<file path="config.mk">
export PLATFORM = sky130hd
export DESIGN_NAME = caid_core
export DESIGN_NICKNAME = d
export VERILOG_FILES = /design/src/caid_reg_xlat.v /design/src/caid_core.v
export VERILOG_INCLUDE_DIRS = /design/src
export SDC_FILE = /design/constraint.sdc
export NUM_CORES = 1
export LEC_CHECK = 0
export BUFFER_PORTS_ARGS = -buffer_cell sky130_fd_sc_hd__buf_2
export CAP_MARGIN = 20
export CORE_MARGIN = 4
export CORE_UTILIZATION = 40
export CTS_BUF_LIST = sky130_fd_sc_hd__clkbuf_8
export DETAILED_ROUTE_END_ITERATION = 16
export PLACE_DENSITY = 0.64
export SLEW_MARGIN = 25
export SYNTH_ARGS = -nofsm -noshare
export SYNTH_HDL_FRONTEND = slang
export SYNTH_SLANG_ARGS = --single-unit
</file>
<file path="constraint.sdc">
create_clock -name clk -period 2.05 [get_ports clk]
set_clock_uncertainty 0.15 [all_clocks]
set_input_delay 0.41 -clock clk [delete_from_list [all_inputs] [get_ports clk]]
set_output_delay 0.41 -clock clk [all_outputs]
set_load 0.05 [all_outputs]
</file>
<file path="src/caid_regs.vh">
`ifndef CAID_REGS_VH
`define CAID_REGS_VH

`define CAID_OPC_HI        15
`define CAID_OPC_LO        10
`define CAID_OPC_GROUP_E   6'h1B
`define CAID_RD_HI         9
`define CAID_RD_LO         7
`define CAID_RS_HI         6
`define CAID_RS_LO         4
`define CAID_IMM3_HI       3
`define CAID_IMM3_LO       1
`define CAID_IMM9_HI       9
`define CAID_IMM9_LO       1
`define CAID_FORM_BIT      0
`define CAID_FORM_TWO_REG  1'h0
`define CAID_FORM_SP       1'h1
`define CAID_SP_REG        5'h1D
`define CAID_ZERO_REG      5'h00
`define CAID_ZERO_WORD     32'h0000_0000
`define CAID_SEL_HI_BASE   5'h10
`define CAID_SEL_LOW_MAX   3'h1
`define CAID_IMM9_CODE0    9'h000
`define CAID_IMM9_CODE1    9'h001
`define CAID_IMM9_CODE510  9'h1FE
`define CAID_IMM9_CODE511  9'h1FF
`define CAID_IMM9_VAL0     9'h100
`define CAID_IMM9_VAL1     9'h101
`define CAID_IMM9_VAL510   10'h2FE
`define CAID_IMM9_VAL511   10'h2FF

`endif

</file>
<file path="src/caid_reg_xlat.v">
`timescale 1ns/1ps
// Maps a 3-bit compact selector to a full 5-bit general register number.
module caid_reg_xlat (
  input  wire [2:0] sel,
  output wire [4:0] reg_num
);
`include "caid_regs.vh"

  assign reg_num = (sel <= `CAID_SEL_LOW_MAX) ?
                   (`CAID_SEL_HI_BASE | {4'h0, sel[0]}) :
                   {2'h0, sel};

endmodule // caid_reg_xlat

</file>
<file path="src/caid_core.v">
`timescale 1ns/1ps
// Summary of operation
// - The two-register form is opcode 011011 in bits 15:10 with dest 9:7, source 6:4, immediate code 3:1 and bit 0 clear.
// - The two-register form writes source value plus the sign-extended decoded immediate to the destination.
// - Immediate codes 0 to 6 give 1,4,8,12,16,20,24 and code 7 gives minus one.
// - Each 3-bit selector addresses only registers 2 to 7, 16 and 17.
// - Neither form raises an overflow or any other exception.
// - Both sums are 32-bit modulo, the carry out of bit 31 is dropped.
// - The stack form adds the decoded immediate times four, sign-extended, to register 29 and writes register 29.
// - Stack codes 2-255 keep value, 256-509 become code minus 512, and 0,1,510,511 give 256,257,-258,-257.
//
// Cycle 0: instr and instr_valid present; read selectors are driven
// combinationally from instr. The core reads the operand on src_data in
// the same cycle. Cycle 1: result, write select and write enable are
// registered outputs valid for one cycle.
module caid_core (
  input  wire        clk,
  input  wire        sys_rst,
  input  wire        instr_valid,
  input  wire [15:0] instr,
  input  wire [31:0] src_data,
  output wire [4:0]  src_reg_sel,
  output reg         wr_en_q,
  output reg  [4:0]  wr_sel_q,
  output reg  [31:0] wr_data_q,
  output reg         exc_q,
  output reg         is_two_reg_q,
  output reg         is_stack_q
);
`include "caid_regs.vh"

  wire        group_e;
  wire        add_imm_two_reg;
  wire        add_imm_stack_ptr;
  wire [4:0]  dst_sel;
  wire [4:0]  xlat_src;
  wire [2:0]  imm3;
  wire [8:0]  imm9;
  reg  [31:0] imm2_ext;
  reg  [9:0]  imm9_dec;
  wire [31:0] imm_sp_ext;
  wire [31:0] addend;
  wire [31:0] sum;
  wire        any_hit;

  assign group_e = instr[`CAID_OPC_HI:`CAID_OPC_LO] == `CAID_OPC_GROUP_E;
  // The low bit splits the group: clear selects the two-register form.
  assign add_imm_two_reg   = group_e &&
    (instr[`CAID_FORM_BIT] == `CAID_FORM_TWO_REG);
  assign add_imm_stack_ptr = group_e &&
    (instr[`CAID_FORM_BIT] == `CAID_FORM_SP);
  assign imm3 = instr[`CAID_IMM3_HI:`CAID_IMM3_LO];
  assign imm9 = instr[`CAID_IMM9_HI:`CAID_IMM9_LO];

  caid_reg_xlat u_dst (
    .sel     (instr[`CAID_RD_HI:`CAID_RD_LO]),
    .reg_num (dst_sel)
  );

  caid_reg_xlat u_src (
    .sel     (instr[`CAID_RS_HI:`CAID_RS_LO]),
    .reg_num (xlat_src)
  );

  // The stack form reads register 29, otherwise the translated source.
  assign src_reg_sel = add_imm_stack_ptr ? `CAID_SP_REG : xlat_src;

  always @* begin
    case (imm3)
      3'h0:    imm2_ext = 32'h0000_0001;
      3'h1:    imm2_ext = 32'h0000_0004;
      3'h2:    imm2_ext = 32'h0000_0008;
      3'h3:    imm2_ext = 32'h0000_000C;
      3'h4:    imm2_ext = 32'h0000_0010;
      3'h5:    imm2_ext = 32'h0000_0014;
      3'h6:    imm2_ext = 32'h0000_0018;
      default: imm2_ext = 32'hFFFF_FFFF;
    endcase
  end

  // Decoded stack immediate is held as a 10-bit two's complement value.
  always @* begin
    case (imm9)
      `CAID_IMM9_CODE0:   imm9_dec = {1'b0, `CAID_IMM9_VAL0};
      `CAID_IMM9_CODE1:   imm9_dec = {1'b0, `CAID_IMM9_VAL1};
      `CAID_IMM9_CODE510: imm9_dec = `CAID_IMM9_VAL510;
      `CAID_IMM9_CODE511: imm9_dec = `CAID_IMM9_VAL511;
      default:            imm9_dec = {imm9[8], imm9};
    endcase
  end

  assign imm_sp_ext = {{20{imm9_dec[9]}}, imm9_dec, 2'b00};
  assign addend = add_imm_stack_ptr ? imm_sp_ext : imm2_ext;
  // Carry out of bit 31 is dropped; no overflow flag exists to trap on.
  assign sum = src_data + addend;
  assign any_hit = instr_valid && group_e;

  always @(posedge clk or posedge sys_rst) begin
    if (sys_rst) begin
      wr_en_q      <= 1'b0;
      wr_sel_q     <= `CAID_ZERO_REG;
      wr_data_q    <= `CAID_ZERO_WORD;
      exc_q        <= 1'b0;
      is_two_reg_q <= 1'b0;
      is_stack_q   <= 1'b0;
    end else begin
      wr_en_q      <= any_hit;
      wr_sel_q     <= add_imm_stack_ptr ? `CAID_SP_REG : dst_sel;
      wr_data_q    <= sum;
      // These forms never signal an exception.
      exc_q        <= 1'b0;
      is_two_reg_q <= instr_valid && add_imm_two_reg;
      is_stack_q   <= instr_valid && add_imm_stack_ptr;
    end
  end

endmodule // caid_core

</file>
# == Yosys cells after proc, flatten, opt, wreduce, memory -nomap -nowiden ==
# Cells that the tools add are included.
# op_classes
n_addsub,1
n_lt_le_gt_ge,2
eq_ne,10
n_mux,7
n_bitwise,1
n_reduce_logical,7
# ops
op,count
one-hot mux 32 bit (7 select lines),1
one-hot mux 10 bit (4 select lines),1
adder 32 bit,1
two-way mux 32 bit,1
two-way mux 5 bit,4
== test 9 bit (second input constant),2
== test 3 bit (second input constant),3
== test 9 x 1 -> 1 bit (second input constant),1
logical NOT 9 bit,1
== test 3 x 2 -> 1 bit (second input constant),2
== test 6 x 5 -> 1 bit (second input constant),1
less-or-equal comparator 3 x 1 -> 1 bit (second input constant),2
logical AND 1 bit,5
== test 3 x 1 -> 1 bit (second input constant),1
logical NOT 3 bit,1
inverter 1 bit,1
# word_totals
ff_bits,40
in_bits,51
elab_cells,33

# == Depth between registers and ports, before layout ==
# Gate-level depths: netlist of run 1.
# logic_depth
ltp_word,4
mapped_depth,15

# == Hierarchy ==
# A second synthesis of run 1 with hierarchy kept.
# unflattened
hier_cells,340
area_unflattened_um2,3054.2
# by_module_without_submodules
mod,n_inst,cells_each,area_per_inst_um2,seq_area_each_um2
caid_core,1,328,2994.1,1001.0
caid_reg_xlat,2,6,30.0,0.0

# == Least setup slack after synthesis of run 1 ==
# Ideal clock, no wire load.
# synth_path
path_type,input -> register
startpoint,input port instr[14]
endpoint,register wr_data_q[31]
arrival_ns,3.327
t_required_ns,1.777
slack_ns,-1.550
path_stages,15
path_buffers,1
cell_sequence,nor4bb_1 and3_1 nand2_1 inv_2 nor2_1 a21o_1 ha_1 buf_2 a21oi_2 o21a_1 o21ai_1 a221o_1 a21o_1 a221o_1 xnor2_1
# synth_between
elab_chain_cells,4
# synth_rtl
item,line_no,text
start: declaration,caid_core.v:20,"input wire [15:0] instr,"
== test 6 x 5 -> 1 bit (no line),--,
logical AND 1 bit,caid_core.v:50,assign add_imm_stack_ptr = group_e &&
named net add_imm_stack_ptr,caid_core.v:34,wire add_imm_stack_ptr;
two-way mux 32 bit,caid_core.v:93,assign addend = add_imm_stack_ptr ? imm_sp_ext : imm2_ext;
adder 32 bit,caid_core.v:95,assign sum = src_data + addend;
named net sum[31],caid_core.v:43,wire [31:0] sum;
end signal: assignment,caid_core.v:102,wr_data_q <= `CAID_ZERO_WORD;
end signal: assignment,caid_core.v:109,wr_data_q <= sum;
end: declaration,caid_core.v:25,"output reg [31:0] wr_data_q,"
# The timed path passes the listed nets, and every way through them passes these cells.

# == Worst setup path after layout of run 1 ==
# layout_path
startpoint,input port instr[12]
endpoint,register wr_data_q[31]
# layout_between
elab_chain_cells,4
# layout_rtl
item,line_no
== test 6 x 5 -> 1 bit (no line),--
logical AND 1 bit,caid_core.v:50
two-way mux 32 bit,caid_core.v:93
adder 32 bit,caid_core.v:95
named net sum[31],caid_core.v:43
# The timed path passes the listed nets, and every way through them passes these cells.

==> impl_metrics.yaml, run 1 <==
worst_setup_path:
  crit_fanout: 8
  slowest_delay_ps: 330
  arrival_ps: 3020
  cp_slowest_cell: "a221o_1"
  worst_setup_path_start_kind: "input pin"
  crit_family: "compound AO/OA/AOI/OAI gates"
  crit_path_end_kind: "flip-flop"
  cp.buffers_inverters: 3
  cp.required_ps: 2080
  critical_path_class: "input pin to flip-flop"
  crit_chain: "buf_6 > nor4bb_4 > and3_4 > nand2_4 > inv_6 > nor2_4 > a21o_4 > ha_4 > a21oi_2 > o21ai_1 > a31o_2 > a31oi_4 > buf_4 > o31ai_2 > a221o_1 > xnor2_1"
clock_network:
  cts_tree: "yes"
  cts-root-buf: "clkbuf_8"
  path_clk_slew_ps: 80
  postCtsHoldBufs: 0
  clock_tree.buffer_depth: 2
  numClockSinks: 40
  cts_inserted_buffers: 5
  htreeDepth: 2
sta:
  report.final.slew_viol_count: 0
  finalHoldViolCount: 0
  setup_slack_ps: -946.8
  finalCritPeriodShare_pct: 146.2
  setup_viol: 30
  tightest_slew_ps: 540.5
  fin_crit_ps: 2997
  timing.slew.headroom_pct: 63.97
  rsz0062_at_grt: "true"
  max_freq_mhz: 333.7
yosys:
  syn_inst: 303
  yosys.area_share.simple_pct: 13.10
  syn_avg_cell_area_um2: 9.522
  synth_edf_count: 0
  postSynthNetCount: 386
  yosys-top-cells-area: "dfrtp_1 (35%), ha_1 (13%), a21oi_1 (5.4%)"
  synth_top_family_by_area: "compound AO/OA/AOI/OAI gates"
  synth_top_area_share_pct: 34.69
  yosysUniqueCellTypes: 55
  synth_compound_area_share_pct: 26.28
  synth_warnings: 0
  synth_adder_area_share_pct: 14.14
  synthesis.area_um2: 2885
  async_flop_share_pct: 100.0
  synth_top_cell_by_area: "dfrtp_1"
  synth_xor_area_share_pct: 8.196
  ys_ff_latch: 40
  synth-main-ff-cell: "dfrtp_1"
  synthMuxAreaShare_pct: 0
  yosysSeqAreaShare_pct: 34.69
global_routing:
  grt_pass1_wl_um: 14420
  grt_start_max_net_pins: 41
  antenna_found_initial: 0
  grt_pass1_vias: 3157
  gr-usage-all-layers_pct: 20.99
  grt_overflow: 0
final_layout:
  final_common_cell: "buf_4"
  post-route-util_pct: 73.82
  drive_above_1_share_pct: 62.96
  syn_to_final_growth_pct: 76.71
  final_cell_mix: "buf_4 (103), buf_2 (86), dfrtp_1 (40)"
  fillCellCount: 523
  fin_area_um2: 5099
  nets: 595
  diodes: 0
placement:
  port_buffers: 95
  gp_congestion: 0.8848
  place_area_um2: 4378
  dp_hpwl_um: 6815
flow_run:
  drv_cap: 0
floorplan:
  die_h_um: 92.93
  fp.dieW_um: 92.93
  core-area_um2: 6907
  start_util_pct: 41.78
  die_area_um2: 8636
  ios: 97
  rows: 30
min_path:
  hp-class: "input pin to async pin"
drt:
  vias_per_cell: 4.984
  ant_nets: 0
  wl_um: 9287
  wire_per_inst_um: 15.25
  via_count: 3035
  drt_iter0_markers: 84
  drc: 0
  dr.pass1.iters: 4
pwr:
  p_leak_uw: 0.002488
  peakVddDrop_mv: 0.3574
  powerDensity_nw_per_um2: 585.4
status:
  violations: "setup timing"
  status: "complete, but fails checks"
-- per-layer routing --
layer / wire length, um / track usage [%] / up-vias
li1: - / - / 1513
met1: 3900 / 25.39 / 1421
met2: 4739 / 37.49 / 81
met3: 450 / 3.981 / 20
met4: 197 / 6.349 / 0
met5: 0 / 0 / -
-- per-stage QoR --
| step | total power (uW) | setup slack (ps) | hold WS (ps) | cells | TNS (ps) |
|---|---|---|---|---|---|
| after detailed placement | 2203 | -1340 | 436.3 | 584 | -32300 |
| after global routing | 3158 | -1113 | 132.2 | 609 | -24150 |
| after CTS | 2944 | -973.7 | 108.5 | 606 | -21920 |
| after global placement | 2183 | -1257 | 412.6 | 584 | -30250 |
| final | 2985 | -946.8 | 95.56 | 609 | -21140 |
| after floorplan | 1764 | -1204 | 325.6 | 303 | -23570 |
-- sequential cells by signal, indices dropped and copies added, names as in the netlist --
register,count
is_two_reg_q,1
wr_sel_q,5
is_stack_q,1
wr_data_q,32
wr_en_q,1
-- Yosys cell counts, types with 4 or more instances --
cell / count
clkbuf_1: 5
a21o_1: 10
xor2_1: 10
xnor2_1: 17
a21oi_1: 31
a211oi_1: 4
nand2_1: 25
and2_1: 5
inv_1: 12
nand4_1: 4
o21ai_0: 14
dfrtp_1: 40
nand2b_1: 5
nor2_1: 15
o21a_1: 9
nand3_1: 7
ha_1: 31
and3_1: 5
-- worst min-delay path, cell delays in order --
cell	delay [ps]
buf_2	90
inv_1	40
buf_4	460
-- cells by family (layout without fill, tap and decap cells) --
family / count (synthesis) / count (layout)
XOR/XNOR: 27 / 27
AND/OR/NAND/NOR: 77 / 77
AO/OA/AOI/OAI: 103 / 104
other: 1 / 1
buffers and inverters: 23 / 232
flip-flops: 40 / 40
adder cells (fa/ha/maj): 32 / 32
-- power breakdown --
part | switching [uW] | total (uW) | internal [uW]
sequential | 25.1 | 917 | 892
combinational | 873 | 1430 | 561
clock | 278 | 634 | 356
total | 1180 | 2980 | 1810
-- layout make-up --
cell class              count  area [um2]  area share, %
inverters                  13       56.30          1.104
flip-flops and latches     40        1001          19.63
well taps                  96       120.1          2.356
clock buffers               5       68.82          1.350
multi-input cells         241        2359          46.26
clock inverters             3       38.79         0.7607
repair buffers            211        1455          28.54
-- worst max path at each step --
stage / to / slack, ps / start / depth (start not counted)
final: wr_data_q[31] / -950 / instr[12] / 16
after global placement: wr_data_q[18] / -1260 / instr[15] / 16
after CTS: wr_data_q[25] / -970 / instr[12] / 15
after detailed placement: wr_data_q[31] / -1340 / instr[15] / 14
after global routing: wr_data_q[25] / -1110 / instr[12] / 15
after floorplan: wr_data_q[31] / -1200 / instr[15] / 15
-- timing repair --
item | 4_1_cts | 5_1_grt
cloned | 1 | 0
endpoints found under the setup margin | 34 | 34
buffers inserted | 13 | 6
resized for setup | 56 | 47
pin swaps | 47 | 44
Note: power is estimated with default switching activity, not from simulation.
==> run 2: changes to the inputs <==
--- a/config.mk
+++ b/config.mk
@@ -8,7 +8,7 @@
 export LEC_CHECK = 0
 export BUFFER_PORTS_ARGS = -buffer_cell sky130_fd_sc_hd__buf_2
 export CAP_MARGIN = 20
-export CORE_MARGIN = 4
+export CORE_MARGIN = 1
 export CORE_UTILIZATION = 40
 export CTS_BUF_LIST = sky130_fd_sc_hd__clkbuf_8
 export DETAILED_ROUTE_END_ITERATION = 16
==> impl_metrics.yaml, run 2 (synthesis results as in run 1) <==
placement:
  dp_hpwl_um: 6146
  gp_congestion: 0.8631
  dp.cells: 589
  port_buffers: 95
floorplan:
  fp.dieW_um: 86.93
  start_util_pct: 42.00
  core-area_um2: 6869
  rows: 30
  die_h_um: 86.93
  die_area_um2: 7557
  ios: 97
final_layout:
  top_regs: "wr_data_q (32), wr_sel_q (5)"
  final_cell_mix: "buf_4 (108), buf_2 (87), dfrtp_1 (40)"
  fillCellCount: 458
  diodes: 0
  syn_to_final_growth_pct: 79.79
  final_common_cell: "buf_4"
  drive_above_1_share_pct: 63.03
  nets: 604
  largest_register_ffs: 32
  top_register: "wr_data_q"
  fin_cells: 618
  post-route-util_pct: 75.52
sta:
  report.final.slew_viol_count: 0
  max_freq_mhz: 327.0
  timing.slew.headroom_pct: 66.46
  finalCritPeriodShare_pct: 149.2
  setup_viol: 30
  setup_slack_ps: -1008
  tightest_slew_ps: 503.1
  fin_crit_ps: 3058
  rsz0062_at_grt: "true"
  finalHoldViolCount: 0
  tns_ps: -21780
global_routing:
  busiest_layer: "met2"
  grt_overflow: 0
  grtUsageMet1_pct: 28.11
  grt_start_max_net_pins: 41
  use_met2_pct: 44.81
  grt.met3_usage_pct: 3.412
  gr-usage-all-layers_pct: 23.62
  antenna_found_initial: 0
  grt_pass1_wl_um: 13880
  grt_pass1_vias: 3110
status:
  status: "complete, but fails checks"
  violations: "setup timing"
drt:
  drt_iter0_markers: 127
  drc: 0
  vias_per_cell: 5.049
  via_count: 3120
  ant_nets: 0
  wire_per_inst_um: 15.36
  wl_um: 9495
  dr.pass1.iters: 4
pwr:
  powerDensity_nw_per_um2: 583.8
  p_leak_uw: 0.002507
  peakVddDrop_mv: 0.3728
flow_run:
  drv_cap: 0
clock_network:
  postCtsHoldBufs: 0
  htreeDepth: 2
  cts_inserted_buffers: 5
  numClockSinks: 40
  path_clk_slew_ps: 80
  clock_tree.buffer_depth: 2
  cts_tree: "yes"
  cts-root-buf: "clkbuf_8"
worst_setup_path:
  cp.required_ps: 2080
  crit_path_end_kind: "flip-flop"
  critical_path_class: "input pin to flip-flop"
  worst_setup_path_start_kind: "input pin"
  crit_fanout: 7
  crit_start: "instr[12]"
  arrival_ps: 3080
min_path:
  hp-class: "input pin to async pin"
[run 2: cell types whose count changed in the layout (fill, tap and decap cells not counted), sizes merged]
cell and change:
buf +9
[run 2: cell type report]
class	count	area [um2]	area share [%]
flip-flops and latches	40	1001	19.30
clock buffers	5	68.82	1.327
multi-input cells	241	2374	45.75
well taps	96	120.1	2.315
clock inverters	3	38.79	0.7477
inverters	13	53.80	1.037
repair buffers	220	1531	29.52
[run 2: power by group]
group	leakage [uW]	switching (uW)	internal (uW)	total (uW)
Sequential	0.000475	23.9	891	915
Clock	0.0000593	286	356	642
Combinational	0.00197	894	576	1470
Total	0.00251	1200	1820	3030
[run 2: repair_timing]
item | 4_1_cts | 5_1_grt
cloned | 1 | 0
setup endpoints to repair | 33 | 34
setup buffers | 16 | 6
pin swaps | 46 | 31
gates resized for setup | 58 | 46
[run 2: metal layers]
metal  vias up  routed length, um
met5         -                  0
met4         0                146
met3        14                358
met2        89               4975
met1      1485               4013
li1       1532                  -
[run 2: how the worst max path moves through the flow]
stage | to | slack, ps | depth (start not counted)
3_3_place_gp | wr_data_q[30] | -1290 | 16
5_1_grt | wr_data_q[31] | -1130 | 14
4_1_cts | wr_data_q[31] | -940 | 15
2_1_floorplan | wr_data_q[31] | -1200 | 15
3_5_place_dp | wr_data_q[31] | -1330 | 14
6_report | wr_data_q[31] | -1010 | 14
[run 2: per-stage QoR]
stage	power [uW]	hold slack, ps	setup slack [ps]	instance area [um2]
5_1_grt	3164	125.1	-1127	5187
3_3_place_gp	2186	411.8	-1288	4415
6_report	3028	81.52	-1008	5187
4_1_cts	2959	97.33	-944.0	4931
2_1_floorplan	1764	325.6	-1204	3089
3_5_place_dp	2198	418.5	-1334	4415
[run 2: worst max-delay path: stages]
cell	delay, ps
buf_6	90
nor4bb_1	240
and3_1	220
nand2_2	80
inv_4	90
nor2_4	70
a21o_4	270
buf_6	150
ha_1	310
and2_1	170
a221o_1	350
a21o_1	180
a221o_1	310
xnor2_1	130
==> run 3: changes to the inputs <==
--- a/config.mk
+++ b/config.mk
@@ -8,7 +8,7 @@
 export LEC_CHECK = 0
 export BUFFER_PORTS_ARGS = -buffer_cell sky130_fd_sc_hd__buf_2
 export CAP_MARGIN = 20
-export CORE_MARGIN = 1
+export CORE_MARGIN = 2
 export CORE_UTILIZATION = 40
 export CTS_BUF_LIST = sky130_fd_sc_hd__clkbuf_8
 export DETAILED_ROUTE_END_ITERATION = 16
==> constraint.sdc (replaced) <==
create_clock -name clk -period 3.1 [get_ports clk]
set_clock_uncertainty 0.15 [all_clocks]
set_input_delay 0.62 -clock clk [delete_from_list [all_inputs] [get_ports clk]]
set_output_delay 0.62 -clock clk [all_outputs]
set_load 0.05 [all_outputs]
==> impl_metrics.yaml, run 3 (synthesis results as in run 1) <==
floorplan:
  die_h_um: 88.93
  rows: 30
  ios: 97
  die_area_um2: 7909
  fp.dieW_um: 88.93
  core-area_um2: 6869
  start_util_pct: 42.00
worst_setup_path:
  cp.required_ps: 3130
  crit_path_end_kind: "flip-flop"
  worst_setup_path_start_kind: "input pin"
  arrival_ps: 3320
  critical_path_class: "input pin to flip-flop"
  crit_fanout: 7
sta:
  fin_crit_ps: 3296
  tightest_slew_ps: 530.9
  report.final.slew_viol_count: 0
  timing.slew.headroom_pct: 64.61
  rsz0062_at_grt: "true"
  setup_slack_ps: -195.8
  setup_viol: 17
  tns_ps: -1940
  max_freq_mhz: 303.4
  finalHoldViolCount: 0
  hold_slack_ps: 300.4
  finalCritPeriodShare_pct: 106.3
drt:
  via_count: 3062
  drc: 0
  vias_per_cell: 5.028
  ant_nets: 0
  drt_iter0_markers: 95
  met2_length_um: 4621
  dr.pass1.iters: 4
  dr_wl_met3_um: 361
  routed.top_layer: "met4"
  wire_per_inst_um: 14.63
  wl_um: 8910
  wl_met1_um: 3864
clock_network:
  clock_tree.buffer_depth: 2
  numClockSinks: 40
  path_clk_slew_ps: 80
  cts_tree: "yes"
  cts_inserted_buffers: 5
  cts-root-buf: "clkbuf_8"
  htreeDepth: 2
flow_run:
  drv_cap: 0
global_routing:
  grt_start_max_net_pins: 41
  antenna_found_initial: 0
  gr-usage-all-layers_pct: 22.48
  grt_pass1_wl_um: 13920
  grt_overflow: 0
  grt_pass1_vias: 3074
placement:
  dp.cells: 584
  dp_hpwl_um: 6485
  port_buffers: 95
  gp_congestion: 0.8920
final_layout:
  final_cell_mix: "buf_4 (113), buf_2 (92), dfrtp_1 (40)"
  top_register: "wr_data_q"
  post-route-util_pct: 71.22
  largest_register_ffs: 32
  final_common_cell: "buf_4"
  fin_cells: 609
  nets: 595
  drive_above_1_share_pct: 59.06
  syn_to_final_growth_pct: 69.56
  fillCellCount: 530
  top_regs: "wr_data_q (32), wr_sel_q (5)"
  diodes: 0
min_path:
  hp-class: "input pin to async pin"
status:
  violations: "setup timing"
  status: "complete, but fails checks"
pwr:
  p_leak_uw: 0.002414
  p_clk_share_pct: 22.1
  pwr-share-seq_pct: 31.4
  switching_power_uw: 764.9
  peakVddDrop_mv: 0.2695
  power_frac_comb_pct: 46.5
  switching_share_pct: 39.63
  intPower_uw: 1165
  powerDensity_nw_per_um2: 394.5
[run 3: changes by cell type in the layout (fill, tap and decap cells not counted), sizes merged]
cell	before	now
buf	220	211
[run 3: layout make-up]
class / instances / area (um2) / share of cell area, %
Multi-Input combinational cell: 241 / 2231 / 45.60
Timing Repair Buffer: 211 / 1376 / 28.13
Sequential cell: 40 / 1001 / 20.46
Tap cell: 96 / 120.1 / 2.455
Clock buffer: 5 / 68.82 / 1.407
Inverter: 13 / 56.30 / 1.151
Clock inverter: 3 / 38.79 / 0.7928
[run 3: power by group through the flow]
stage | sequential [uW] | combinational, uW | clock (uW)
floorplan | 873 | 289 | 0
global placement | 615 | 818 | 0
detailed placement | 617 | 827 | 0
CTS | 607 | 856 | 441
global route | 613 | 956 | 457
finish | 606 | 898 | 426
[run 3: critical path, stage by stage]
cell and delay (ps):
buf_6 100, nor4bb_4 260, and3_4 250, nand2_4 70, inv_6 80, buf_4 100
buf_4 110, a21o_4 180, buf_4 140, ha_1 250, and2_1 180, a221o_1 350
a21o_1 160, a221o_1 340, xnor2_1 130
[run 3: worst max-delay path by stage]
stage / startpoint / to / slack, ps
finish: instr[15] / wr_data_q[31] / -200
global route: instr[15] / wr_data_q[27] / -330
CTS: instr[14] / wr_data_q[30] / -190
detailed placement: instr[15] / wr_data_q[31] / -530
global placement: instr[15] / wr_data_q[31] / -430
floorplan: instr[15] / wr_data_q[31] / -360
[run 3: metal layers]
metal  vias up  global-route usage (%)
met5         -                       0
li1       1513                       -
met4         0                   6.649
met3         8                   3.509
met1      1467                   28.46
met2        74                   39.62
[run 3: timing repair]
| item | in CTS | in global routing |
|---|---|---|
| gates resized for setup | 24 | 36 |
| gates cloned | 1 | 0 |
| pin swaps | 22 | 40 |
| setup buffers | 6 | 10 |
| hold buffers | 0 | 0 |
| setup endpoints to repair | 19 | 21 |
[run 3: metrics by stage]
step	total power, uW	setup WS (ps)	cell area [um2]
6_report	1930	-195.8	4892
3_3_place_gp	1433	-425.4	4360
2_1_floorplan	1162	-364.1	3072
5_1_grt	2026	-334.0	4892
3_5_place_dp	1443	-526.6	4360
4_1_cts	1903	-190.7	4632
